**config.mk**
```make
export PLATFORM = sky130hd
export DESIGN_NAME = acs_top
export DESIGN_NICKNAME = d
export VERILOG_FILES = /design/src/design/acs_pkg.sv /design/src/design/acs_ir_if.sv /design/src/design/acs_ir_debounce.sv /design/src/design/acs_top.sv
export SDC_FILE = /design/constraint.sdc
export NUM_CORES = 1
export LEC_CHECK = 0
export BUFFER_PORTS_ARGS = -buffer_cell sky130_fd_sc_hd__buf_4
export CORE_ASPECT_RATIO = 0.9
export CORE_MARGIN = 5
export CORE_UTILIZATION = 58
export CTS_CLUSTER_SIZE = 10
export DETAILED_ROUTE_END_ITERATION = 10
export PLACE_DENSITY = 0.84
export SLEW_MARGIN = 20
export SYNTH_ARGS = -nofsm -noshare
export SYNTH_HDL_FRONTEND = slang
export SYNTH_HIERARCHICAL = 1
export SYNTH_SLANG_ARGS = --single-unit
```
**constraint.sdc**
```tcl
create_clock -name pclk -period 5.47 [get_ports pclk]
set_input_delay 0.2735 -clock pclk [delete_from_list [all_inputs] [get_ports pclk]]
set_output_delay 0.2735 -clock pclk [all_outputs]
set_load 0.01 [all_outputs]
```
**src/design/acs_pkg.sv**
```systemverilog
// Constants for the converter sequencer: offsets, fields, resets, counts.
// Assumes an APB master with 32-bit data and one word per register.
// Summary of operation
// - Input select chooses the pin channel or internal signal converted.
// - Reference select picks the full-scale reference source.
// - Format bit arranges the 12-bit result across the two bytes.
// - Interrupt needs global and converter enables both set.
// - Start bit low-high-low; the falling edge begins conversion.
// - Busy flag goes low when the conversion has finished.
// - Result bytes hold the value after completion.
// - Interrupt raised at completion when enabled and stack not full.
// - Result is 12 bits, full scale all ones, step is vref/4096.
// - Clearing power-on switches the converter off.
// - Comparator output debounced to a decision that raises an interrupt.
// - Decision can feed timer two capture input via source select.
// - Amplified sensing signal selectable as internal converter input.
// - Conversion is 4 sampling plus 12 converting clock cycles.
// - Divider codes 0 to 7 divide system clock by 1 to 128.
// - Codes 0-7 pins, 8-11 and 15 internal, 12-14 floating.
package acs_pkg;
	localparam logic [7:0] ADDR_CTRL0 = 8'h00;
	localparam logic [7:0] ADDR_CTRL1 = 8'h04;
	localparam logic [7:0] ADDR_RES_LO = 8'h08;
	localparam logic [7:0] ADDR_RES_HI = 8'h0C;
	localparam logic [7:0] ADDR_IRQ = 8'h10;
	localparam logic [7:0] ADDR_IR = 8'h14;
	// Control-first fields
	localparam int CTRL0_FMT_BIT = 4;
	localparam int CTRL0_PWR_BIT = 5;
	localparam int CTRL0_BUSY_BIT = 6;
	localparam int CTRL0_START_BIT = 7;
	// Control-second fields
	localparam int CTRL1_VREF_LSB = 6;
	// Interrupt register fields
	localparam int IRQ_GLOBAL_BIT = 0;
	localparam int IRQ_ADC_EN_BIT = 1;
	localparam int IRQ_ADC_FLAG_BIT = 2;
	localparam int IRQ_IR_EN_BIT = 3;
	localparam int IRQ_IR_FLAG_BIT = 4;
	// Infrared register fields
	localparam int IR_CAP_LSB = 4;
	localparam int IR_DECISION_BIT = 7;
	localparam logic [7:0] CTRL0_RESET = 8'h00;
	localparam logic [7:0] CTRL1_RESET = 8'h00;
	localparam logic [11:0] RESULT_RESET = 12'h000;
	localparam int RESULT_BITS = 12;
	localparam logic [11:0] RESULT_FULL_SCALE = 12'hFFF;
	localparam logic [3:0] SAMPLE_CYCLES = 4'h4;
	localparam logic [3:0] CONV_CYCLES = 4'hC;
	localparam logic [3:0] INPUT_FLOAT_LO = 4'hC;
	localparam logic [3:0] INPUT_FLOAT_HI = 4'hE;
	localparam logic [1:0] CAP_SRC_DECISION = 2'h1;
	typedef enum logic [2:0] {
		ACS_IDLE = 3'b001,
		ACS_SAMPLE = 3'b010,
		ACS_CONVERT = 3'b100
	} acs_state_t;
endpackage

```
**src/design/acs_ir_if.sv**
```systemverilog
// Link between the sequencer top and the comparator debouncer.
// Assumes both ends share pclk.
`timescale 1ns/1ps
`default_nettype none
interface acs_ir_if;
	logic raw;
	logic [2:0] deb_sel;
	logic decision;
	modport top (output raw, output deb_sel, input decision);
	modport deb (input raw, input deb_sel, output decision);
endinterface
`default_nettype wire

```
**src/design/acs_ir_debounce.sv**
```systemverilog
// Comparator debouncer for the infrared sensing decision.
// Assumes the raw comparator level is synchronous to pclk.
`timescale 1ns/1ps
`default_nettype none
module acs_ir_debounce
(
	input wire logic pclk,
	input wire logic presetn,
	acs_ir_if.deb ir
);
	logic [6:0] cnt_reg;
	logic [6:0] limit;
	logic decision_reg;

	assign limit = 7'((8'h01 << ir.deb_sel) - 8'h01);
	assign ir.decision = decision_reg;

	always_ff @(posedge pclk or negedge presetn)
	begin
		if (!presetn)
			cnt_reg <= 7'h00;
		else if (ir.raw == decision_reg || ir.deb_sel == 3'h0)
			cnt_reg <= 7'h00;
		else if (cnt_reg != limit)
			cnt_reg <= cnt_reg + 7'h01;
	end

	always_ff @(posedge pclk or negedge presetn)
	begin
		if (!presetn)
			decision_reg <= 1'b0;
		else if (ir.deb_sel == 3'h0 || cnt_reg == limit)
			decision_reg <= ir.raw;
	end
endmodule // acs_ir_debounce
`default_nettype wire

```
**src/design/acs_top.sv**
```systemverilog
// Converter sequencer: APB registers, clock divider, sample/convert
// sequence with successive approximation, result formatting, interrupts.
// Assumes the analog core compares its held input against sar_code.
//
// The implementer's own choices: the register addresses and the APB slave port.
`timescale 1ns/1ps
`default_nettype none
module acs_top
(
	input wire logic pclk,
	input wire logic presetn,
	input wire logic psel,
	input wire logic penable,
	input wire logic pwrite,
	input wire logic [7:0] paddr,
	input wire logic [31:0] pwdata,
	output logic [31:0] prdata,
	output logic pready,
	output logic pslverr,
	input wire logic sar_cmp_in,
	input wire logic ir_cmp_in,
	input wire logic timer2_pin_in,
	input wire logic stack_full,
	output logic adc_power_on,
	output logic [3:0] adc_input_sel,
	output logic adc_input_float,
	output logic [1:0] adc_vref_sel,
	output logic adc_sample,
	output logic [11:0] sar_code,
	output logic adc_irq,
	output logic ir_irq,
	output logic ir_detect_decision,
	output logic timer2_capture_input
);
	logic [7:0] ctrl0_reg;
	logic [7:0] ctrl1_reg;
	logic [7:0] irq_reg;
	logic [7:0] ir_reg;
	logic [11:0] result_reg;
	logic [11:0] sar_reg;
	logic busy_reg;
	logic [6:0] div_cnt_reg;
	logic [3:0] step_reg;
	logic [3:0] bit_idx;
	logic start_prev_reg;
	logic decision_prev_reg;
	// Phase and sequencing state
	acs_pkg::acs_state_t state_reg;
	acs_pkg::acs_state_t state_next;
	logic wr_en;
	logic rd_hit;
	logic start_rise;
	logic start_fall;
	logic adc_tick;
	logic [6:0] div_limit;
	logic done;
	logic [11:0] trial;
	logic [7:0] res_lo;
	logic [7:0] res_hi;
	logic adc_flag_clr;
	logic ir_flag_clr;
	logic ir_rise;
	acs_ir_if ir_link();

	// Comparator filter
	acs_ir_debounce acs_ir_debounce_inst
	(
		.pclk(pclk),
		.presetn(presetn),
		.ir(ir_link)
	);

	// Zero wait state slave
	assign pready = 1'b1;
	assign wr_en = psel && penable && pwrite;
	assign rd_hit = paddr == acs_pkg::ADDR_CTRL0 || paddr == acs_pkg::ADDR_CTRL1
		|| paddr == acs_pkg::ADDR_RES_LO || paddr == acs_pkg::ADDR_RES_HI
		|| paddr == acs_pkg::ADDR_IRQ || paddr == acs_pkg::ADDR_IR;
	assign pslverr = psel && penable && !rd_hit;

	// Control-first: input select, format, power, start
	always_ff @(posedge pclk or negedge presetn)
	begin
		if (!presetn)
			ctrl0_reg <= acs_pkg::CTRL0_RESET;
		else if (wr_en && paddr == acs_pkg::ADDR_CTRL0)
			ctrl0_reg <= pwdata[7:0];
	end

	// Control-second: divider and reference
	always_ff @(posedge pclk or negedge presetn)
	begin
		if (!presetn)
			ctrl1_reg <= acs_pkg::CTRL1_RESET;
		else if (wr_en && paddr == acs_pkg::ADDR_CTRL1)
			ctrl1_reg <= pwdata[7:0];
	end

	// Infrared control: debounce select and capture source
	always_ff @(posedge pclk or negedge presetn)
	begin
		if (!presetn)
			ir_reg <= 8'h00;
		else if (wr_en && paddr == acs_pkg::ADDR_IR)
			ir_reg <= pwdata[7:0];
	end

	// Flags clear on a written zero
	assign adc_flag_clr = wr_en && paddr == acs_pkg::ADDR_IRQ && !pwdata[acs_pkg::IRQ_ADC_FLAG_BIT];
	assign ir_flag_clr = wr_en && paddr == acs_pkg::ADDR_IRQ && !pwdata[acs_pkg::IRQ_IR_FLAG_BIT];

	always_ff @(posedge pclk or negedge presetn)
	begin
		if (!presetn)
		begin
			irq_reg[acs_pkg::IRQ_GLOBAL_BIT] <= 1'b0;
			irq_reg[acs_pkg::IRQ_ADC_EN_BIT] <= 1'b0;
			irq_reg[acs_pkg::IRQ_IR_EN_BIT] <= 1'b0;
		end
		else if (wr_en && paddr == acs_pkg::ADDR_IRQ)
		begin
			irq_reg[acs_pkg::IRQ_GLOBAL_BIT] <= pwdata[acs_pkg::IRQ_GLOBAL_BIT];
			irq_reg[acs_pkg::IRQ_ADC_EN_BIT] <= pwdata[acs_pkg::IRQ_ADC_EN_BIT];
			irq_reg[acs_pkg::IRQ_IR_EN_BIT] <= pwdata[acs_pkg::IRQ_IR_EN_BIT];
		end
	end

	always_ff @(posedge pclk or negedge presetn)
	begin
		if (!presetn)
			irq_reg[acs_pkg::IRQ_ADC_FLAG_BIT] <= 1'b0;
		else if (done)
			irq_reg[acs_pkg::IRQ_ADC_FLAG_BIT] <= 1'b1;
		else if (adc_flag_clr)
			irq_reg[acs_pkg::IRQ_ADC_FLAG_BIT] <= 1'b0;
	end

	always_ff @(posedge pclk or negedge presetn)
	begin
		if (!presetn)
			irq_reg[acs_pkg::IRQ_IR_FLAG_BIT] <= 1'b0;
		else if (ir_rise)
			irq_reg[acs_pkg::IRQ_IR_FLAG_BIT] <= 1'b1;
		else if (ir_flag_clr)
			irq_reg[acs_pkg::IRQ_IR_FLAG_BIT] <= 1'b0;
	end

	always_ff @(posedge pclk or negedge presetn)
	begin
		if (!presetn)
		begin
			irq_reg[7:5] <= 3'h0;
		end
		else
		begin
			// Unused upper bits
			irq_reg[7:5] <= 3'h0;
		end
	end

	always_ff @(posedge pclk or negedge presetn)
	begin
		if (!presetn)
			start_prev_reg <= 1'b0;
		else
			start_prev_reg <= ctrl0_reg[acs_pkg::CTRL0_START_BIT];
	end

	assign start_rise = ctrl0_reg[acs_pkg::CTRL0_START_BIT] && !start_prev_reg;
	assign start_fall = !ctrl0_reg[acs_pkg::CTRL0_START_BIT] && start_prev_reg;

	// Divide by two to the code
	assign div_limit = 7'((8'h01 << ctrl1_reg[2:0]) - 8'h01);
	assign adc_tick = div_cnt_reg == div_limit;

	always_ff @(posedge pclk or negedge presetn)
	begin
		if (!presetn)
			div_cnt_reg <= 7'h00;
		else if (state_reg == acs_pkg::ACS_IDLE || adc_tick || start_fall)
			div_cnt_reg <= 7'h00;
		else
			div_cnt_reg <= div_cnt_reg + 7'h01;
	end

	always_comb
	begin
		state_next = state_reg;
		case (state_reg)
			acs_pkg::ACS_IDLE:
				if (start_fall)
					state_next = acs_pkg::ACS_SAMPLE;
			acs_pkg::ACS_SAMPLE:
				if (adc_tick && step_reg == acs_pkg::SAMPLE_CYCLES - 4'h1)
					state_next = acs_pkg::ACS_CONVERT;
			acs_pkg::ACS_CONVERT:
				if (adc_tick && step_reg == acs_pkg::CONV_CYCLES - 4'h1)
					state_next = acs_pkg::ACS_IDLE;
			default:
				state_next = acs_pkg::ACS_IDLE;
		endcase
		if (!ctrl0_reg[acs_pkg::CTRL0_PWR_BIT])
			state_next = acs_pkg::ACS_IDLE;
		else if (start_rise)
			state_next = acs_pkg::ACS_IDLE;
		else if (start_fall)
			state_next = acs_pkg::ACS_SAMPLE;
	end

	// Sequencer state register
	always_ff @(posedge pclk or negedge presetn)
	begin
		if (!presetn)
			state_reg <= acs_pkg::ACS_IDLE;
		else
			state_reg <= state_next;
	end

	always_ff @(posedge pclk or negedge presetn)
	begin
		if (!presetn)
			step_reg <= 4'h0;
		else if (state_next != state_reg || start_fall)
			step_reg <= 4'h0;
		else if (adc_tick)
			step_reg <= step_reg + 4'h1;
	end

	assign done = state_reg == acs_pkg::ACS_CONVERT && state_next == acs_pkg::ACS_IDLE
		&& ctrl0_reg[acs_pkg::CTRL0_PWR_BIT] && !start_rise && !start_fall;

	assign bit_idx = acs_pkg::CONV_CYCLES - 4'h1 - step_reg;
	assign trial = sar_reg | (12'h001 << bit_idx);

	always_ff @(posedge pclk or negedge presetn)
	begin
		if (!presetn)
			sar_reg <= acs_pkg::RESULT_RESET;
		else if (state_reg != acs_pkg::ACS_CONVERT)
			sar_reg <= acs_pkg::RESULT_RESET;
		else if (adc_tick && sar_cmp_in)
			sar_reg <= trial;
	end

	always_ff @(posedge pclk or negedge presetn)
	begin
		if (!presetn)
			result_reg <= acs_pkg::RESULT_RESET;
		else if (done)
			result_reg <= sar_cmp_in ? trial : sar_reg;
	end

	// Busy from start edge to completion
	always_ff @(posedge pclk or negedge presetn)
	begin
		if (!presetn)
			busy_reg <= 1'b0;
		else
			busy_reg <= state_next != acs_pkg::ACS_IDLE;
	end

	always_comb
	begin
		if (ctrl0_reg[acs_pkg::CTRL0_FMT_BIT])
		begin
			res_hi = {4'h0, result_reg[11:8]};
			res_lo = result_reg[7:0];
		end
		else
		begin
			res_hi = result_reg[11:4];
			res_lo = {result_reg[3:0], 4'h0};
		end
	end

	always_comb
	begin
		prdata = 32'h0000_0000;
		if (paddr == acs_pkg::ADDR_CTRL0)
			prdata[7:0] = {ctrl0_reg[7], busy_reg, ctrl0_reg[5:0]};
		else if (paddr == acs_pkg::ADDR_CTRL1)
			prdata[7:0] = {ctrl1_reg[7:6], 3'h0, ctrl1_reg[2:0]};
		else if (paddr == acs_pkg::ADDR_RES_LO)
			prdata[7:0] = res_lo;
		else if (paddr == acs_pkg::ADDR_RES_HI)
			prdata[7:0] = res_hi;
		else if (paddr == acs_pkg::ADDR_IRQ)
			prdata[7:0] = {3'h0, irq_reg[4:0]};
		else if (paddr == acs_pkg::ADDR_IR)
			prdata[7:0] = {ir_detect_decision, 1'b0, ir_reg[5:4], 1'b0, ir_reg[2:0]};
	end

	assign adc_input_sel = ctrl0_reg[3:0];
	assign adc_input_float = adc_input_sel >= acs_pkg::INPUT_FLOAT_LO
		&& adc_input_sel <= acs_pkg::INPUT_FLOAT_HI;
	assign adc_vref_sel = ctrl1_reg[acs_pkg::CTRL1_VREF_LSB +: 2];
	assign adc_power_on = ctrl0_reg[acs_pkg::CTRL0_PWR_BIT];
	assign adc_sample = state_reg == acs_pkg::ACS_SAMPLE;
	assign sar_code = state_reg == acs_pkg::ACS_CONVERT ? trial : sar_reg;

	// Not raised while stack is full
	assign adc_irq = irq_reg[acs_pkg::IRQ_ADC_FLAG_BIT] && irq_reg[acs_pkg::IRQ_ADC_EN_BIT]
		&& irq_reg[acs_pkg::IRQ_GLOBAL_BIT] && !stack_full;

	assign ir_link.raw = ir_cmp_in;
	assign ir_link.deb_sel = ir_reg[2:0];
	assign ir_detect_decision = ir_link.decision;

	always_ff @(posedge pclk or negedge presetn)
	begin
		if (!presetn)
			decision_prev_reg <= 1'b0;
		else
			decision_prev_reg <= ir_link.decision;
	end

	assign ir_rise = ir_link.decision && !decision_prev_reg;
	assign ir_irq = irq_reg[acs_pkg::IRQ_IR_FLAG_BIT] && irq_reg[acs_pkg::IRQ_IR_EN_BIT]
		&& irq_reg[acs_pkg::IRQ_GLOBAL_BIT] && !stack_full;

	assign timer2_capture_input = ir_reg[acs_pkg::IR_CAP_LSB +: 2] == acs_pkg::CAP_SRC_DECISION
		? ir_link.decision : timer2_pin_in;

endmodule // acs_top
`default_nettype wire

```
Word level (Yosys, flattened, before mapping)

Cells that the tools add are included.
W data, S select, Z words.

Bits in registers: 76
Bits in latches: 0
Bits in writable memories: 0
ROM bits: 0
Input bits: 49
Output and inout bits: 59
Word-level logic and storage cells: 128
Memories kept: 0

Add/subtract/negate cells: 6
$mul: 0
Divide/modulo/power cells: 0
Order comparisons: 2
Equal/unequal tests: 19
Shift operators: 3
Multiplexer cells: 28
Bitwise logic cells: 1
Reduce and logical (&&, ||, !) cells: 52

Operator list:

| cell                   | number |
|---|---|
| $mux W8                | 8 |
| $mux W12               | 4 |
| $logic_and A1 B1 Y1    | 26 |
| $mux W7                | 3 |
| $eq A8 B4 Y1 const B   | 2 |
| $eq A8 B5 Y1 const B   | 2 |
| $mux W3                | 5 |
| $add A7 B1 Y7 const B  | 2 |
| $eq A7 B7 Y1           | 2 |
| $shl A1 B3 Y7 const A  | 2 |
| $sub A7 B1 Y7 const B  | 2 |
| $or A12 B12 Y12        | 1 |
| $shl A1 B4 Y12 const A | 1 |
| $logic_or A1 B1 Y1     | 10 |
| $reduce_bool A2 Y1     | 5 |
| $logic_not A1 Y1       | 9 |
| $pmux W3 S3            | 1 |
| $eq A8 B3 Y1 const B   | 1 |
| $logic_not A8 Y1       | 1 |
| $mux W4                | 2 |
| $ne A7 B7 Y1           | 1 |
| $eq A3 B1 Y1 const B   | 2 |
| $mux W1                | 5 |
| $add A4 B1 Y4 const B  | 1 |
| other kinds (13)       | 13 |

Longest topological paths before layout

Depth in word-level cells: 15
Mapped depth: 10
Mapped depth without buffers: 8

Hierarchy

The synthesis kept the hierarchy.

Modules (own cells, without submodules):

| module          | instances | cells each | area each (um^2) | sequential area each (um^2) |
|---|---|---|---|---|
| acs_top         | 1         | 430        | 3,970.1          | 1,577.8 |
| acs_ir_debounce | 1         | 81         | 728.2            | 200.2 |

Worst setup path before layout

Ideal clock, no wire load.

Kind: register to register
Start: register ir_reg[2]
End: register acs_ir_debounce_inst.decision_reg, in the netlist acs_ir_debounce_inst/ir.decision
Library setup time: 0.128 ns
Data arrival time: 2.378 ns
Data required time: 5.342 ns
Path slack: 2.964 ns
Cell stages (with the launch flop): 11
Cell sequence: dfrtp_1 > clkbuf_1 > nor2_1 > nand2_1 > ha_1 > clkbuf_1 > a21boi_0 > o311a_1 > a31oi_1 > a21oi_1 > mux2_1

Word-level cells in the longest chain between the ends: 4
Elaborated cells on any way between the ends: 5

Ends and longest elaborated chain:

| item                     | line                  | RTL |
|---|---|---|
| start: declaration       | acs_top.sv:38         | `logic [7:0] ir_reg;` |
| start signal: assignment | acs_top.sv:105        | `ir_reg <= pwdata[7:0];` |
| $shl A1 B3 Y7            | acs_ir_debounce.sv:15 | `assign limit = 7'((8'h01 << ir.deb_sel) - 8'h01);` |
| $sub A7 B1 Y7            | acs_ir_debounce.sv:15 |  |
| $eq A7 B7 Y1             | acs_ir_debounce.sv:32 | `else if (ir.deb_sel == 3'h0 \|\| cnt_reg == limit)` |
| $logic_or A1 B1 Y1 *     | acs_ir_debounce.sv:32 |  |
| end signal: assignment   | acs_ir_debounce.sv:33 | `decision_reg <= ir.raw;` |
| end: declaration         | acs_ir_debounce.sv:13 | `logic decision_reg;` |

Every way passes the cells marked *; elsewhere a longest branch is shown, timed or not.
A chain may end at the register's enable or synchronous reset.

Worst setup path in the final report

Start: register ctrl1_reg[0]
End: register result_reg[5]

Word-level cells in the longest chain between the ends: 14
Elaborated cells on any way between the ends: 16

Ends and longest elaborated chain:

| item                                          | line                           | RTL |
|---|---|---|
| start: declaration                            | acs_top.sv:36                  | `logic [7:0] ctrl1_reg;` |
| start signal: assignment                      | acs_top.sv:94                  | `ctrl1_reg <= acs_pkg::CTRL1_RESET;` |
| start signal: assignment                      | acs_top.sv:96                  | `ctrl1_reg <= pwdata[7:0];` |
| $shl A1 B3 Y7 *                               | acs_top.sv:173                 | `assign div_limit = 7'((8'h01 << ctrl1_reg[2:0]) - 8'h01);` |
| $sub A7 B1 Y7 *                               | acs_top.sv:173                 |  |
| $eq A7 B7 Y1 *                                | acs_top.sv:174                 | `assign adc_tick = div_cnt_reg == div_limit;` |
| $logic_and A1 B1 Y1, on equally long branches | acs_top.sv:197, acs_top.sv:194 |  |
| $mux W3, on equally long branches             | acs_top.sv:197, acs_top.sv:194 |  |
| $pmux W3 S3 *                                 | acs_top.sv:189                 | `case (state_reg)` |
| $mux W3 *                                     | acs_top.sv:206                 | `else if (start_fall)` |
| $mux W3 *                                     | acs_top.sv:204                 | `else if (start_rise)` |
| $mux W3 *                                     | acs_top.sv:202                 | `if (!ctrl0_reg[acs_pkg::CTRL0_PWR_BIT])` |
| $eq A3 B1 Y1 *                                | acs_top.sv:229                 | `assign done = state_reg == acs_pkg::ACS_CONVERT && state_next == acs_pkg::ACS_IDLE` |
| $logic_and A1 B1 Y1 *                         | acs_top.sv:229                 |  |
| $logic_and A1 B1 Y1 * (3 in a row)            | acs_top.sv:230                 | `&& ctrl0_reg[acs_pkg::CTRL0_PWR_BIT] && !start_rise && !start_fall;` |
| end signal: assignment                        | acs_top.sv:248                 | `result_reg <= acs_pkg::RESULT_RESET;` |
| end signal: assignment                        | acs_top.sv:250                 | `result_reg <= sar_cmp_in ? trial : sar_reg;` |
| end: declaration                              | acs_top.sv:39                  | `logic [11:0] result_reg;` |

Marked as above.

==> metrics.md <==
| Metric | Value |
|---|---|
| CP Launch Type | flop |
| FF-to-FF End | result_reg[5] |
| Post-Place Setup Slack | 2.63 ns |
| HP Class | primary input to async pin |
| WL/cell | 17.1 um |
| Ant diodes | 0 |
| Largest net degree at the start of global routing | 72 |
| Worst IR drop on VDD | 0.000214 V |
| Initial antenna violation count | 0 |
| Placed insts | 629 |
| PD cells | 249 nW/um2 |
| Slew headroom | 31.4% |
| Clock root cell | clkbuf_8 |
| Vias | 3,885 |
| Hold buffers post-CTS | 0 |
| Worst-path fanout max | 13 |
| Final setup vio count | 0 |
| Mapped cell area | 4700 um2 |
| Die width | 105 um |
| Fin. Hold Viols | 0 |
| Post-cts gate resize count | 0 |
| P&R area growth vs syn | 9.69% |
| First-pass GRT wire length | 18.8 mm |
| # IOs | 108 |
| Main flop type after synthesis | dfrtp_1 |
| Seq cells post-synth | 71 |
| Setup ws final | 2.58 ns |
| Post-Synth Adder-Cell Area | 2.93% |
| DRT Pass-1 Iters | 5 |
| Fraction of met3 tracks used by global routing | 5.96% |
| CP endpoint kind | flop |
| Drc violations | 0 |
| Max Buffers Root-to-Sink | 2 |
| Share of post-route cells with drive strength above 1 | 21.2% |
| Hpwl dp | 7.92 mm |
| Ys Warns | 6 |
| Top-area cell type share of the netlist area | 37.3% |
| WS Path Type | flop to flop |
| Num CTS Buffers | 9 |
| Worst path required time | 5.71 ns |
| All-Layer GR Usage | 23.1% |
| Post-CTS setup repair buffer count | 0 |
| Status | finished clean |
| IO buf count | 58 |
| GPL Wtd Cong | 0.962 |
| Rows | 31 |
| Core ar. | 7990 um2 |
| Sequential area share after synthesis | 37.8% |
| Compound-gate portion of the synthesized area | 18.6% |
| Initial DRC Count | 279 |
| Tcrit/Tclk final | 52.9% |
| XOR/XNOR share of the synthesized area | 2.24% |
| Layout net count | 601 |
| GRT busiest layer | met2 |
| Vias in the first global route | 3,815 |
| Final setup TNS | 0 ns |
| Syn avg cell area | 9.19 um2 |
| Final wirelength | 11.1 mm |
| Fmax | 346 MHz |
| Final Skew | 0.00900 ns |
| Final number of max-transition violations | 0 |
| Post-synth top area cell | dfrtp_1 |
| EDFF count, synth | 0 |
| Met2 GRT Util | 36.6% |
| Vias/cell | 6.02 |
| Chip Height | 95.4 um |
| Reg2reg setup slack | 2.58 ns |
| Mux share of post-synthesis cell area | 11.6% |
| Gate Count Post-Synth | 511 |
| Largest family of logic cells by synthesized area | compound AO/OA/AOI/OAI gates |
| Crit path DAT | 3.13 ns |
| Static leakage | 2.32 nW |
| Clk sinks | 71 |
| Grt ovf | 0 |
| Netlist cell types | 66 |
| Initial Util | 58.8% |
| Post-Synth Simple-Gate Area | 16.5% |
| Post-layout power | 1.28 mW |
| R2r worst-path depth | 6 |
| Worst-Margin Slew | 1.02 ns |
| Synth area leaders | dfrtp_1 37%, mux2_2 6.0%, mux2i_1 5.1% |
| Final core utilization | 64.5% |
| GRT met1 Usage | 31.4% |
| CTS tree | built |
| Worst R2R Start | ctrl1_reg[0] |
| Die area | 10,000 um2 |
| Number of max-cap violations | 0 |
| Skew-Pair Late Insertion Delay | 0.36 ns |
| Max H-tree Level | 3 |
| Finished Layout Cells | 645 |
| Reg clk slew, reported paths | 0.07 ns |
| DRT antenna net count | 0 |
| Min cycle time layout | 2.89 ns |
| Ys async rst share | 100% |
| RSZ-0062 raised after global routing | no |
[synthesized netlist by cell type (4+ instances only)]
library cell,instances
buf_2,5
a21oi_1,27
and3_1,6
mux2i_1,24
clkbuf_1,24
xnor2_1,11
dfrtp_1,70
nor2b_1,8
or3_1,7
a21o_1,4
buf_4,31
a31o_2,11
nor3b_1,4
nand2_1,29
a21boi_0,5
a22oi_1,9
a31oi_1,16
nand3_1,13
nor2_1,48
ha_1,11
a211oi_1,5
nor3_1,7
mux2_2,25
nand2b_1,4
inv_1,27
and2_1,4
o21ai_0,18
o211ai_1,7
[worst max path at each step]
stage            startpoint                                to  slack (ns)
2_1_floorplan     ir_reg[2]  acs_ir_debounce_inst/ir.decision        2.96
3_3_place_gp   ctrl1_reg[1]                     result_reg[7]        2.69
3_5_place_dp   ctrl1_reg[1]                     result_reg[5]        2.63
4_1_cts        ctrl1_reg[1]                     result_reg[5]        2.62
5_1_grt           ir_reg[1]  acs_ir_debounce_inst/ir.decision        2.40
6_report       ctrl1_reg[0]                     result_reg[5]        2.58
[through the flow]
stage | hold slack, ns | instance area [um2]
after floorplan | -0.0221 | 4780
after global placement | 0.407 | 4980
after detailed placement | 0.408 | 4980
after CTS | 0.0706 | 5150
after global routing | 0.109 | 5150
final | 0.0278 | 5150
[worst max-delay path, stage by stage, from the launching register on]
cell,delay (ns)
dfrtp_1,0.49
nand2_1,0.10
or2_0,0.23
a32oi_1,0.33
nand3_2,0.25
nor4_4,0.96
mux2_2,0.42
[final cells by class]
cell class                 count  area (um2)
tap                           99         124
clock inverter                 2        35.0
multi-input combinational    373        2530
sequential                    71        1780
inverter                      27         101
clock buffer                  14         143
fill                         650        2840
timing repair buffer          59         443
[kinds of logic (layout without fill, tap and decap cells)]
logic type | count (synthesis) | in the layout
multiplexers | 51 | 51
buffers and inverters | 90 | 102
XOR/XNOR | 12 | 12
other | 2 | 25
AO/OA/AOI/OAI | 126 | 126
adder cells (fa/ha/maj) | 11 | 11
AND/OR/NAND/NOR | 148 | 148
flip-flops | 71 | 71
[cell usage in the layout (no fill, tap or decap), types with 11 or more instances in the layout]
cell type	synthesis	routed
xnor2_1	11	11
mux2_2	25	25
dfrtp_1	70	70
inv_1	27	27
nand2_1	29	29
buf_4	31	59
conb_1	2	25
a21oi_1	27	27
mux2i_1	24	24
ha_1	11	11
nor2_1	48	48
o21ai_0	18	18
nand3_1	13	13
a31o_2	11	11
a31oi_1	16	16
[routing by layer]
layer | up-vias | share of wire, %
li1 | 1827 | -
met1 | 1885 | 44
met2 | 155 | 47
met3 | 18 | 6.9
met4 | 0 | 1.5
met5 | - | 0
[where the power goes]
| part | internal (mW) | switching [mW] | total (mW) |
|---|---|---|---|
| combinational | 0.107 | 0.205 | 0.312 |
| clock | 0.211 | 0.190 | 0.401 |
| sequential | 0.544 | 0.0252 | 0.569 |
No activity file was read; power rests on OpenSTA's default activity.
